==> config.mk <==
export PLATFORM = sky130hd
export DESIGN_NAME = temp_adc_register_file
export DESIGN_NICKNAME = d
export VERILOG_FILES = /design/src/logic/temp_adc_pkg.sv /design/src/logic/temp_adc_register_file.sv
export SDC_FILE = /design/constraint.sdc
export NUM_CORES = 1
export LEC_CHECK = 0
export BUFFER_PORTS_ARGS = -buffer_cell sky130_fd_sc_hd__buf_2
export CAP_MARGIN = 25
export CORE_ASPECT_RATIO = 0.8
export CORE_MARGIN = 1.5
export CORE_UTILIZATION = 50
export CTS_CLUSTER_DIAMETER = 200
export CTS_CLUSTER_SIZE = 16
export DETAILED_ROUTE_END_ITERATION = 7
export MAX_ROUTING_LAYER = met4
export PLACE_DENSITY = 0.81
export SYNTH_ARGS = -nofsm -noshare
export SYNTH_HDL_FRONTEND = slang
export SYNTH_SLANG_ARGS = --single-unit
==> constraint.sdc <==
create_clock -name clk_sys -period 1.8 [get_ports clk_sys]
set_input_delay 0.54 -clock clk_sys [delete_from_list [all_inputs] [get_ports clk_sys]]
set_output_delay 0.54 -clock clk_sys [all_outputs]
set_load 0.02 [all_outputs]
==> src/logic/temp_adc_pkg.sv <==
package temp_adc_pkg;
  // ************************************************************
  // Register select codes
  // ************************************************************
  localparam logic [2:0] SEL_TEMP = 3'h0;
  localparam logic [2:0] SEL_MAIN_CFG = 3'h1;
  localparam logic [2:0] SEL_HYST = 3'h2;
  localparam logic [2:0] SEL_OVERTEMP = 3'h3;
  localparam logic [2:0] SEL_CONVERTER = 3'h4;
  localparam logic [2:0] SEL_SEC_CFG = 3'h5;
  // ************************************************************
  // Field positions and reset values
  // ************************************************************
  localparam int CFG_CHAN_MSB = 7;
  localparam int CFG_CHAN_LSB = 5;
  localparam int CFG_QUEUE_MSB = 4;
  localparam int CFG_QUEUE_LSB = 3;
  localparam int CFG_POLARITY = 2;
  localparam int CFG_INT_MODE = 1;
  localparam int CFG_SHUTDOWN = 0;
  localparam int CFG2_STROBE_MODE = 7;
  localparam int CFG2_TEST = 6;
  localparam logic [7:0] CFG2_WRITE_MASK = 8'hc0;
  localparam logic [7:0] PTR_RESET = 8'h00;
  localparam logic [7:0] CFG_RESET = 8'h00;
  localparam logic [7:0] CFG2_RESET = 8'h00;
  localparam logic [8:0] LIMIT_RESET = 9'h000;
  localparam logic [2:0] CHAN_SENSOR = 3'h0;
  localparam logic [2:0] CHAN_AIN_FOUR = 3'h4;
  // Fault queue depths for codes 00..11
  localparam logic [2:0] QUEUE_LEN_0 = 3'h1;
  localparam logic [2:0] QUEUE_LEN_1 = 3'h2;
  localparam logic [2:0] QUEUE_LEN_2 = 3'h4;
  localparam logic [2:0] QUEUE_LEN_3 = 3'h6;
  // ************************************************************
  // Timing
  // ************************************************************
  localparam int CLK_PERIOD_NS = 100;
  localparam int AUTO_PERIOD_NS = 355000;
  localparam logic [11:0] AUTO_CYCLES = 12'(AUTO_PERIOD_NS / CLK_PERIOD_NS);
  // ************************************************************
  // Carriers
  // ************************************************************
  typedef enum logic [0:0] {CONV_IDLE, CONV_RUN} conv_state_e;
  typedef struct packed {
    logic busy;
    logic wr_valid;
    logic wr_first;
    logic [7:0] wr_byte;
    logic rd_req;
  } ser_req_s;
  typedef struct packed {
    logic rd_valid;
    logic [7:0] rd_byte;
  } ser_rsp_s;
  typedef struct packed {
    logic start;
    logic abort;
    logic [2:0] channel;
    logic shutdown;
    logic filter_en;
  } conv_req_s;
  typedef struct packed {
    logic done;
    logic [9:0] code;
  } conv_rsp_s;
endpackage : temp_adc_pkg

==> src/logic/temp_adc_register_file.sv <==
// Overview of operation
// - First data byte of each write loads the 8-bit pointer; later bytes hit selection.
// - Only pointer bits 2..0 choose the data register.
// - Codes 0..5: temperature, config, hysteresis, overtemp, converter, second config.
// - Temperature word: 16-bit read-only, ten top bits twos complement, low six empty.
// - Temperature code steps a quarter degree, -128 to +127 degrees.
// - Main config 8-bit read/write: channel, fault queue, polarity, comparator/interrupt.
// - Main config bit 0 set means shutdown; resets to zero.
// - Channel code 0 sensor, 1..3 analog inputs one to three, 4 input four.
// - Fault queue codes demand 1, 2, 4, 6 consecutive faults; resets to one.
// - Limits 16-bit read/write, nine top bits twos complement, low seven unused.
// - Converter word: 16-bit read-only, ten top bits straight binary.
// - Converter code steps once per reference over 1024.
// - Second config 8-bit, bits 5..0 held zero.
// - Second config bit 7: zero runs every 355 us, one uses strobe pin.
// - Second config bit 6 zero enables bus filters, one disables them.
// - Sensor at channel 0; single-input variant uses channel 4.
// - Comparator mode: alert asserts above overtemp, clears below hysteresis.
// - Config bit 2 zero makes alert active low, one active high.
// - Bus activity aborts a conversion; a new one starts after the transaction.
`timescale 1ns/1ps
`default_nettype none
module temp_adc_register_file (
  // Clock and reset
  input wire logic clk_sys,
  input wire logic nrst,
  // Serial byte port
  input wire temp_adc_pkg::ser_req_s ser_req,
  output temp_adc_pkg::ser_rsp_s ser_rsp,
  // Converter
  output temp_adc_pkg::conv_req_s conv_req,
  input wire temp_adc_pkg::conv_rsp_s conv_rsp,
  // Pins
  input wire logic convert_strobe_pin,
  output logic overtemp_alert_output_o,
  output logic overtemp_alert_output_oe_n
);
  import temp_adc_pkg::*;

  // ************************************************************
  // State
  // ************************************************************
  typedef struct packed {
    logic [7:0] ptr;
    logic [7:0] cfg;
    logic [7:0] cfg2;
    logic [8:0] hyst;
    logic [8:0] otl;
    logic [9:0] temp;
    logic [9:0] adc;
    logic [1:0] wr_idx;
    logic rd_idx;
    logic busy_d;
    logic strobe_s1;
    logic strobe_s2;
    logic strobe_s3;
    conv_state_e conv;
    logic restart;
    logic [11:0] timer;
    logic [2:0] fault_cnt;
    logic alert;
    logic oe_n;
    ser_rsp_s rsp;
    conv_req_s req;
  } regs_s;

  regs_s state_reg;
  regs_s state_next;
  logic [15:0] rd_word;
  logic [2:0] queue_len;
  logic over;
  logic under;
  logic bus_rise;
  logic bus_fall;
  logic strobe_fall;
  logic go;

  // ************************************************************
  // Next state
  // ************************************************************
  always_comb begin
    state_next = state_reg;
    state_next.rsp.rd_valid = 1'b0;
    state_next.req.start = 1'b0;
    state_next.req.abort = 1'b0;
    bus_rise = ser_req.busy && !state_reg.busy_d;
    bus_fall = !ser_req.busy && state_reg.busy_d;
    state_next.busy_d = ser_req.busy;
    // Strobe synchroniser and falling edge
    state_next.strobe_s1 = convert_strobe_pin;
    state_next.strobe_s2 = state_reg.strobe_s1;
    state_next.strobe_s3 = state_reg.strobe_s2;
    strobe_fall = state_reg.strobe_s3 && !state_reg.strobe_s2;

    // Read word assembly, unused low bits of 16-bit words zero, 8-bit registers repeated in low byte
    rd_word = 16'h0000;
    if (state_reg.ptr[2:0] == SEL_TEMP) begin
      rd_word = {state_reg.temp, 6'h00};
    end else if (state_reg.ptr[2:0] == SEL_MAIN_CFG) begin
      rd_word = {state_reg.cfg, state_reg.cfg};
    end else if (state_reg.ptr[2:0] == SEL_HYST) begin
      rd_word = {state_reg.hyst, 7'h00};
    end else if (state_reg.ptr[2:0] == SEL_OVERTEMP) begin
      rd_word = {state_reg.otl, 7'h00};
    end else if (state_reg.ptr[2:0] == SEL_CONVERTER) begin
      rd_word = {state_reg.adc, 6'h00};
    end else if (state_reg.ptr[2:0] == SEL_SEC_CFG) begin
      rd_word = {state_reg.cfg2, state_reg.cfg2};
    end else begin
      rd_word = 16'h0000;
    end

    if (bus_rise) begin
      state_next.rd_idx = 1'b0;
    end
    if (ser_req.rd_req) begin
      state_next.rsp.rd_valid = 1'b1;
      state_next.rsp.rd_byte = state_reg.rd_idx ? rd_word[7:0] : rd_word[15:8];
      state_next.rd_idx = !state_reg.rd_idx;
    end

    // Writes
    if (ser_req.wr_valid) begin
      if (ser_req.wr_first) begin
        state_next.ptr = ser_req.wr_byte;
        state_next.wr_idx = 2'h0;
      end else begin
        if (state_reg.ptr[2:0] == SEL_MAIN_CFG) begin
          state_next.cfg = ser_req.wr_byte;
        end else if (state_reg.ptr[2:0] == SEL_HYST) begin
          if (state_reg.wr_idx == 2'h0) begin
            state_next.hyst[8:1] = ser_req.wr_byte;
          end else if (state_reg.wr_idx == 2'h1) begin
            state_next.hyst[0] = ser_req.wr_byte[7];
          end
        end else if (state_reg.ptr[2:0] == SEL_OVERTEMP) begin
          if (state_reg.wr_idx == 2'h0) begin
            state_next.otl[8:1] = ser_req.wr_byte;
          end else if (state_reg.wr_idx == 2'h1) begin
            state_next.otl[0] = ser_req.wr_byte[7];
          end
        end else if (state_reg.ptr[2:0] == SEL_SEC_CFG) begin
          state_next.cfg2 = ser_req.wr_byte & CFG2_WRITE_MASK;
        end
        if (state_reg.wr_idx != 2'h3) begin
          state_next.wr_idx = state_reg.wr_idx + 2'h1;
        end
      end
    end

    // Conversion control
    go = 1'b0;
    if (state_reg.conv == CONV_RUN) begin
      if (bus_rise) begin
        state_next.req.abort = 1'b1;
        state_next.conv = CONV_IDLE;
        state_next.restart = 1'b1;
      end else if (conv_rsp.done) begin
        state_next.conv = CONV_IDLE;
        if (state_reg.req.channel == CHAN_SENSOR) begin
          state_next.temp = conv_rsp.code;
        end else begin
          state_next.adc = conv_rsp.code;
        end
      end
    end else if (!ser_req.busy && !state_reg.cfg[CFG_SHUTDOWN]) begin
      if (bus_fall && (state_reg.restart || !state_reg.cfg2[CFG2_STROBE_MODE])) begin
        go = 1'b1;
      end else if (!state_reg.cfg2[CFG2_STROBE_MODE]) begin
        if (state_reg.timer == AUTO_CYCLES - 12'h001) begin
          go = 1'b1;
        end
      end else if (strobe_fall) begin
        go = 1'b1;
      end
    end
    if (state_reg.conv == CONV_IDLE && !state_reg.cfg2[CFG2_STROBE_MODE]
        && !ser_req.busy) begin
      state_next.timer = state_reg.timer + 12'h001;
    end else begin
      state_next.timer = 12'h000;
    end
    if (go) begin
      state_next.req.start = 1'b1;
      state_next.req.channel = state_reg.cfg[CFG_CHAN_MSB:CFG_CHAN_LSB];
      state_next.conv = CONV_RUN;
      state_next.restart = 1'b0;
      state_next.timer = 12'h000;
    end
    state_next.req.shutdown = state_reg.cfg[CFG_SHUTDOWN];
    state_next.req.filter_en = !state_reg.cfg2[CFG2_TEST];

    // Fault queue and alert
    case (state_reg.cfg[CFG_QUEUE_MSB:CFG_QUEUE_LSB])
      2'h0: queue_len = QUEUE_LEN_0;
      2'h1: queue_len = QUEUE_LEN_1;
      2'h2: queue_len = QUEUE_LEN_2;
      default: queue_len = QUEUE_LEN_3;
    endcase
    over = $signed(conv_rsp.code[9:1]) > $signed(state_reg.otl);
    under = $signed(conv_rsp.code[9:1]) < $signed(state_reg.hyst);
    if (ser_req.rd_req && state_reg.cfg[CFG_INT_MODE]) begin
      state_next.alert = 1'b0;
    end
    if (state_reg.conv == CONV_RUN && !bus_rise && conv_rsp.done
        && state_reg.req.channel == CHAN_SENSOR) begin
      if (!state_reg.alert ? over : (under && !state_reg.cfg[CFG_INT_MODE])) begin
        if (state_reg.fault_cnt + 3'h1 >= queue_len) begin
          state_next.alert = !state_reg.alert;
          state_next.fault_cnt = 3'h0;
        end else begin
          state_next.fault_cnt = state_reg.fault_cnt + 3'h1;
        end
      end else begin
        state_next.fault_cnt = 3'h0;
      end
    end
    // Pin pulled low when alert differs from the polarity bit
    state_next.oe_n = state_reg.alert == state_reg.cfg[CFG_POLARITY];
  end

  // ************************************************************
  // Registers
  // ************************************************************
  always_ff @(posedge clk_sys or negedge nrst) begin
    if (!nrst) begin
      state_reg <= '0;
      state_reg.ptr <= PTR_RESET;
      state_reg.cfg <= CFG_RESET;
      state_reg.cfg2 <= CFG2_RESET;
      state_reg.hyst <= LIMIT_RESET;
      state_reg.otl <= LIMIT_RESET;
      state_reg.conv <= CONV_IDLE;
      state_reg.oe_n <= 1'b1;
      state_reg.req.filter_en <= 1'b1;
    end else begin
      state_reg <= state_next;
    end
  end

  assign ser_rsp = state_reg.rsp;
  assign conv_req = state_reg.req;
  assign overtemp_alert_output_o = 1'b0;
  assign overtemp_alert_output_oe_n = state_reg.oe_n;

  // ************************************************************
  // Checks
  // ************************************************************
  a_ptr_load: assert property (@(posedge clk_sys) disable iff (!nrst)
    ser_req.wr_valid && ser_req.wr_first |=> state_reg.ptr == $past(ser_req.wr_byte))
    else $error("pointer not loaded by first byte");
  a_temp_high: assert property (@(posedge clk_sys) disable iff (!nrst)
    ser_req.rd_req && state_reg.ptr[2:0] == SEL_TEMP && !state_reg.rd_idx
    |=> ser_rsp.rd_valid && ser_rsp.rd_byte == $past(state_reg.temp[9:2]))
    else $error("temperature high byte wrong");
  a_low_zero: assert property (@(posedge clk_sys) disable iff (!nrst)
    ser_req.rd_req && state_reg.ptr[2:0] == SEL_TEMP && state_reg.rd_idx
    |=> ser_rsp.rd_byte[5:0] == 6'h00)
    else $error("temperature low bits not zero");
  a_unmapped_zero: assert property (@(posedge clk_sys) disable iff (!nrst)
    ser_req.rd_req && state_reg.ptr[2:1] == 2'h3 |=> ser_rsp.rd_byte == 8'h00)
    else $error("unmapped pointer not zero");
  a_cfg2_low: assert property (@(posedge clk_sys) disable iff (!nrst)
    state_reg.cfg2[5:0] == 6'h00)
    else $error("second config low bits set");
  a_shutdown_hold: assert property (@(posedge clk_sys) disable iff (!nrst)
    state_reg.cfg[CFG_SHUTDOWN] && state_reg.conv == CONV_IDLE |=> !conv_req.start)
    else $error("conversion started in shutdown");
  a_auto_period: assert property (@(posedge clk_sys) disable iff (!nrst)
    state_reg.conv == CONV_IDLE && !ser_req.busy && !state_reg.busy_d
    && !state_reg.cfg[CFG_SHUTDOWN] && !state_reg.cfg2[CFG2_STROBE_MODE]
    && state_reg.timer == AUTO_CYCLES - 12'h001 |=> conv_req.start)
    else $error("automatic conversion missed");
  a_bus_abort: assert property (@(posedge clk_sys) disable iff (!nrst)
    state_reg.conv == CONV_RUN && ser_req.busy && !state_reg.busy_d
    |=> conv_req.abort && state_reg.conv == CONV_IDLE
    ##1 (!conv_req.start || !$past(ser_req.busy)))
    else $error("bus activity did not abort");
  a_int_clear: assert property (@(posedge clk_sys) disable iff (!nrst)
    ser_req.rd_req && state_reg.cfg[CFG_INT_MODE] && !conv_rsp.done
    |=> !state_reg.alert)
    else $error("interrupt alert not cleared by read");
  a_strobe_start: assert property (@(posedge clk_sys) disable iff (!nrst)
    state_reg.strobe_s3 && !state_reg.strobe_s2 && state_reg.conv == CONV_IDLE
    && !ser_req.busy && !state_reg.busy_d && !state_reg.cfg[CFG_SHUTDOWN]
    && state_reg.cfg2[CFG2_STROBE_MODE] |=> conv_req.start)
    else $error("strobe edge did not start conversion");
  a_cfg_write: assert property (@(posedge clk_sys) disable iff (!nrst)
    ser_req.wr_valid && !ser_req.wr_first && state_reg.ptr[2:0] == SEL_MAIN_CFG
    |=> state_reg.cfg == $past(ser_req.wr_byte))
    else $error("main config write lost");
  a_temp_store: assert property (@(posedge clk_sys) disable iff (!nrst)
    state_reg.conv == CONV_RUN && conv_rsp.done && !(ser_req.busy && !state_reg.busy_d)
    && state_reg.req.channel == CHAN_SENSOR |=> state_reg.temp == $past(conv_rsp.code))
    else $error("temperature not stored");
  a_polarity: assert property (@(posedge clk_sys) disable iff (!nrst)
    state_reg.alert && !state_reg.cfg[CFG_POLARITY] && $stable(state_reg.alert)
    |=> !overtemp_alert_output_oe_n)
    else $error("active low alert not driven");
  a_queue_one: assert property (@(posedge clk_sys) disable iff (!nrst)
    state_reg.conv == CONV_RUN && conv_rsp.done && !ser_req.busy && !state_reg.busy_d
    && state_reg.req.channel == CHAN_SENSOR && !state_reg.alert
    && state_reg.cfg[CFG_QUEUE_MSB:CFG_QUEUE_LSB] == 2'h0
    && $signed(conv_rsp.code[9:1]) > $signed(state_reg.otl) |=> state_reg.alert)
    else $error("single fault did not raise alert");
endmodule : temp_adc_register_file
`default_nettype wire

==> results.txt <==
The horizontal extent of the die came out at 112 um. The pin count of the biggest net entering global routing came out at 34. In this run, post-CTS hold repair placed 0 buffers.

The count of clock tree sinks is 93. The power per standard cell area came out at 1420 mW/mm2. The largest fanout on the critical path came out at 3. The clock-pin slew reported for the worst setup and hold paths after clock tree synthesis is 0.07 ns.

The number of fill cells is 705. The number of clock buffers inserted by TritonCTS came out at 9. The final number of setup-violating endpoints came out at 4. The net switching fraction of the power is 0.363. The area of placed instances is 0.00540 mm2. The static leakage came out at 2.71 nW. The library cell used most frequently in the layout, excluding fill and tap cells, is dfrtp_1.

The number of vias in the routed layout came out at 3839. For this run, the top clock speed supported by timing is 529 MHz. The number of antenna violations at the first check in global routing is 0.

Measured on the finished design, the core utilization comes to 0.630. The placer congestion estimate is 0.982. The switching power came out at 2.98 mW.

The sequential cell fraction of total power is 0.400. Port buffering added 42 buffers. After layout, the worst setup slack is -0.0894 ns.

The number of optimization iterations in the first detailed-route pass came out at 8. The per-cell routed wire length came out at 18.9 um. The final non-filler cell total is 666.

In the finished design, the share of the clock period the worst path needs comes to 1.05. The net count reported at finish came out at 598. The startpoint type of the worst setup path is a flop.

The most used flip-flop cell after synthesis is dfrtp_1. The critical path in this run is classified as flop to flop. In this run, placement finished with an instance count of 646. The required time at the worst-slack endpoint came out at 2.02 ns. The worst slack at placement is -0.471 ns. The largest voltage drop on the vdd net is 0.608 mV. The number of enable flip-flop cells after synthesis is 0. Between clock sinks in the finished design, the worst skew comes to 0.0101 ns. The run finished, with violations left. The post-synthesis register bit count is 93. The part of the total power dissipated in the clock network is 0.226. The core region area came out at 0.00919 mm2. The vertical extent of the die is 90.6 um. STA puts the critical path data arrival time at 2.11 ns. The post-synthesis sequential area ratio is 0.486. The effective utilization at floorplan is 0.522. The internal portion of total power is 5.23 mW. The routed design has 12600 um of wire. The via count of the first global-routing pass came out at 3865. The worst hold path belongs to the class input port to async pin.

The share of post-route cells with drive strength above 1 is 0.281. The synthesized area divided by synthesized cell count came out at 10.1 um2. The combinational group share of total power is 0.374. Yosys printed 0 warnings. The area growth from synthesis to layout is 20.9%. Using the TritonRoute via totals, the vias-per-cell ratio works out to 5.76. The final instance area is 0.00580 mm2.

STA classifies the critical path endpoint as a flop. The post-layout minimum cycle time is 1.89 ns. The number of nets produced by synthesis came out at 528. The half-perimeter wire length after detailed placement is 8830 um. The final-report max-slew violation count came out at 0.

The maximum root-to-sink buffer count came out at 2. The number of different library cells used by synthesis comes to 57. The number of failing hold endpoints at the final stage was 0.

The library cells used most frequently in the layout, excluding fill and tap cells, are 90 x dfrtp_1, 71 x nand2_1, 43 x buf_4. In this run the count of I/O pins placed on the die edge is 44. The overall fraction of global-route tracks in use came out at 0.265.

Clock tree synthesis selected as its root buffer the cell clkbuf_16. The area of the die came out at 0.0102 mm2. Across the run, the number of max-cap violations was 0. TritonCTS built the clock tree. The depth of the CTS H-tree came out at 3. Counting flops with an async set or reset pin after synthesis yields a share of 1.00. The flip-flop count of the largest register after layout is 73. The standard-cell row count came out at 31. After the first detailed-routing iteration, the DRC count stood at 309.

The leftover overflow at the end of global routing came out at 0. The post-synthesis instance area came out at 0.00479 mm2. Synthesis produced a netlist whose cell count is 476. The post-route antenna net violation count came out at 0. The number of diodes added for antenna fixing is 0. The clock latency reported for the late side of the worst-skew pair came out at 0.35 ns. The checks that failed: design-rule violations, negative setup slack. For this run, design rule violations remaining after detail routing come to 2.

The global-route wire length before repair is 20000 um. Setup repair after global routing could not meet its margin everywhere.
[cell type report]
class / count / area [um2] / area share
clock buffer: 10 / 239 / 0.0412
clock inverter: 6 / 57.6 / 0.00993
inverter: 31 / 116 / 0.0201
multi-input combinational: 321 / 2260 / 0.390
sequential: 93 / 2330 / 0.402
tap: 115 / 144 / 0.0248
timing repair buffer: 90 / 648 / 0.112
[cell usage after synthesis (2+ instances only)]
cell,n,share of area
nand3b_1,2,0.0031
dfstp_2,2,0.011
and3_1,2,0.0026
nand2_1,71,0.056
o211ai_2,2,0.0052
o21ai_1,32,0.033
nor2b_1,4,0.0052
a21oi_1,20,0.021
inv_2,3,0.0023
buf_4,19,0.030
a31oi_1,2,0.0026
buf_2,9,0.0094
inv_1,28,0.022
ha_1,26,0.068
dfrtp_1,91,0.47
nor2_1,34,0.027
mux2_2,13,0.031
mux2_1,13,0.031
xor2_1,6,0.011
xnor2_1,6,0.011
nand4_1,4,0.0052
a21o_1,4,0.0063
a211oi_1,3,0.0047
nor3_1,5,0.0052
a22oi_1,7,0.011
nand3_1,9,0.0094
nor3_4,2,0.0068
o21ai_0,14,0.015
mux2i_1,5,0.010
clkbuf_1,3,0.0023
nand2b_1,9,0.012
[metrics by stage]
step	setup TNS, ns	hold WS (ns)	power [mW]
5_1_grt	-0.517	0.180	8.65
4_1_cts	-0.223	0.169	8.14
3_5_place_dp	-1.71	0.343	6.06
2_1_floorplan	-0.372	0.244	5.09
6_report	-0.227	0.151	8.21
3_3_place_gp	-1.34	0.340	5.89
[power groups by stage]
stage          Clock, mW  Combinational [mW]  Sequential, mW
2_1_floorplan          0                1.94            3.15
3_3_place_gp           0                2.64            3.24
3_5_place_dp           0                2.78            3.28
4_1_cts             1.87                3.00            3.27
5_1_grt             1.96                3.33            3.36
6_report            1.86                3.07            3.28
[layer usage]
metal	track usage	vias up	share of wire
li1	-	1745	-
met1	0.355	1857	0.42
met2	0.391	210	0.46
met3	0.0765	27	0.091
met4	0.0854	0	0.024
met5	-	-	0
[worst paths after layout]
check / from / endpoint / slack, ns / cells past startpoint
max: state_reg[65] / state_reg[20] / -0.09 / 8
min: nrst / state_reg[45] / 0.15 / 1
max reg2reg: state_reg[65] / state_reg[20] / -0.09 / 8
min reg2reg: state_next[36] / state_next[35] / 0.36 / 0
max in group asynchronous: nrst / overtemp_alert_output_oe_n / 1.06 / 2
min in group clk_sys: convert_strobe_pin / state_next[36] / 0.29 / 1
[repair_timing]
| action | in CTS | in global routing |
|---|---|---|
| resized for setup | 10 | 2 |
| buffers inserted | 2 | 2 |
| endpoints found under the setup margin | 4 | 28 |
| pin swaps | 11 | 8 |
[critical path, stage by stage, from the launching register on]
cell and delay [ns]:
dfrtp_1 0.38, inv_2 0.09, ha_4 0.21, a21oi_1 0.15, a21boi_1 0.12, o311ai_4 0.27, o211ai_2 0.19, o311ai_2 0.26
o31ai_2 0.11
[logic make-up after synthesis]
logic type	share of synthesized area
AND/OR/NAND/NOR	0.157
buffers and inverters	0.0658
multiplexers	0.0762
flip-flops	0.486
XOR/XNOR	0.0219
AO/OA/AOI/OAI	0.124
adder cells (fa/ha/maj)	0.0678
other	0.000782
(Power assumes the default switching activity.)
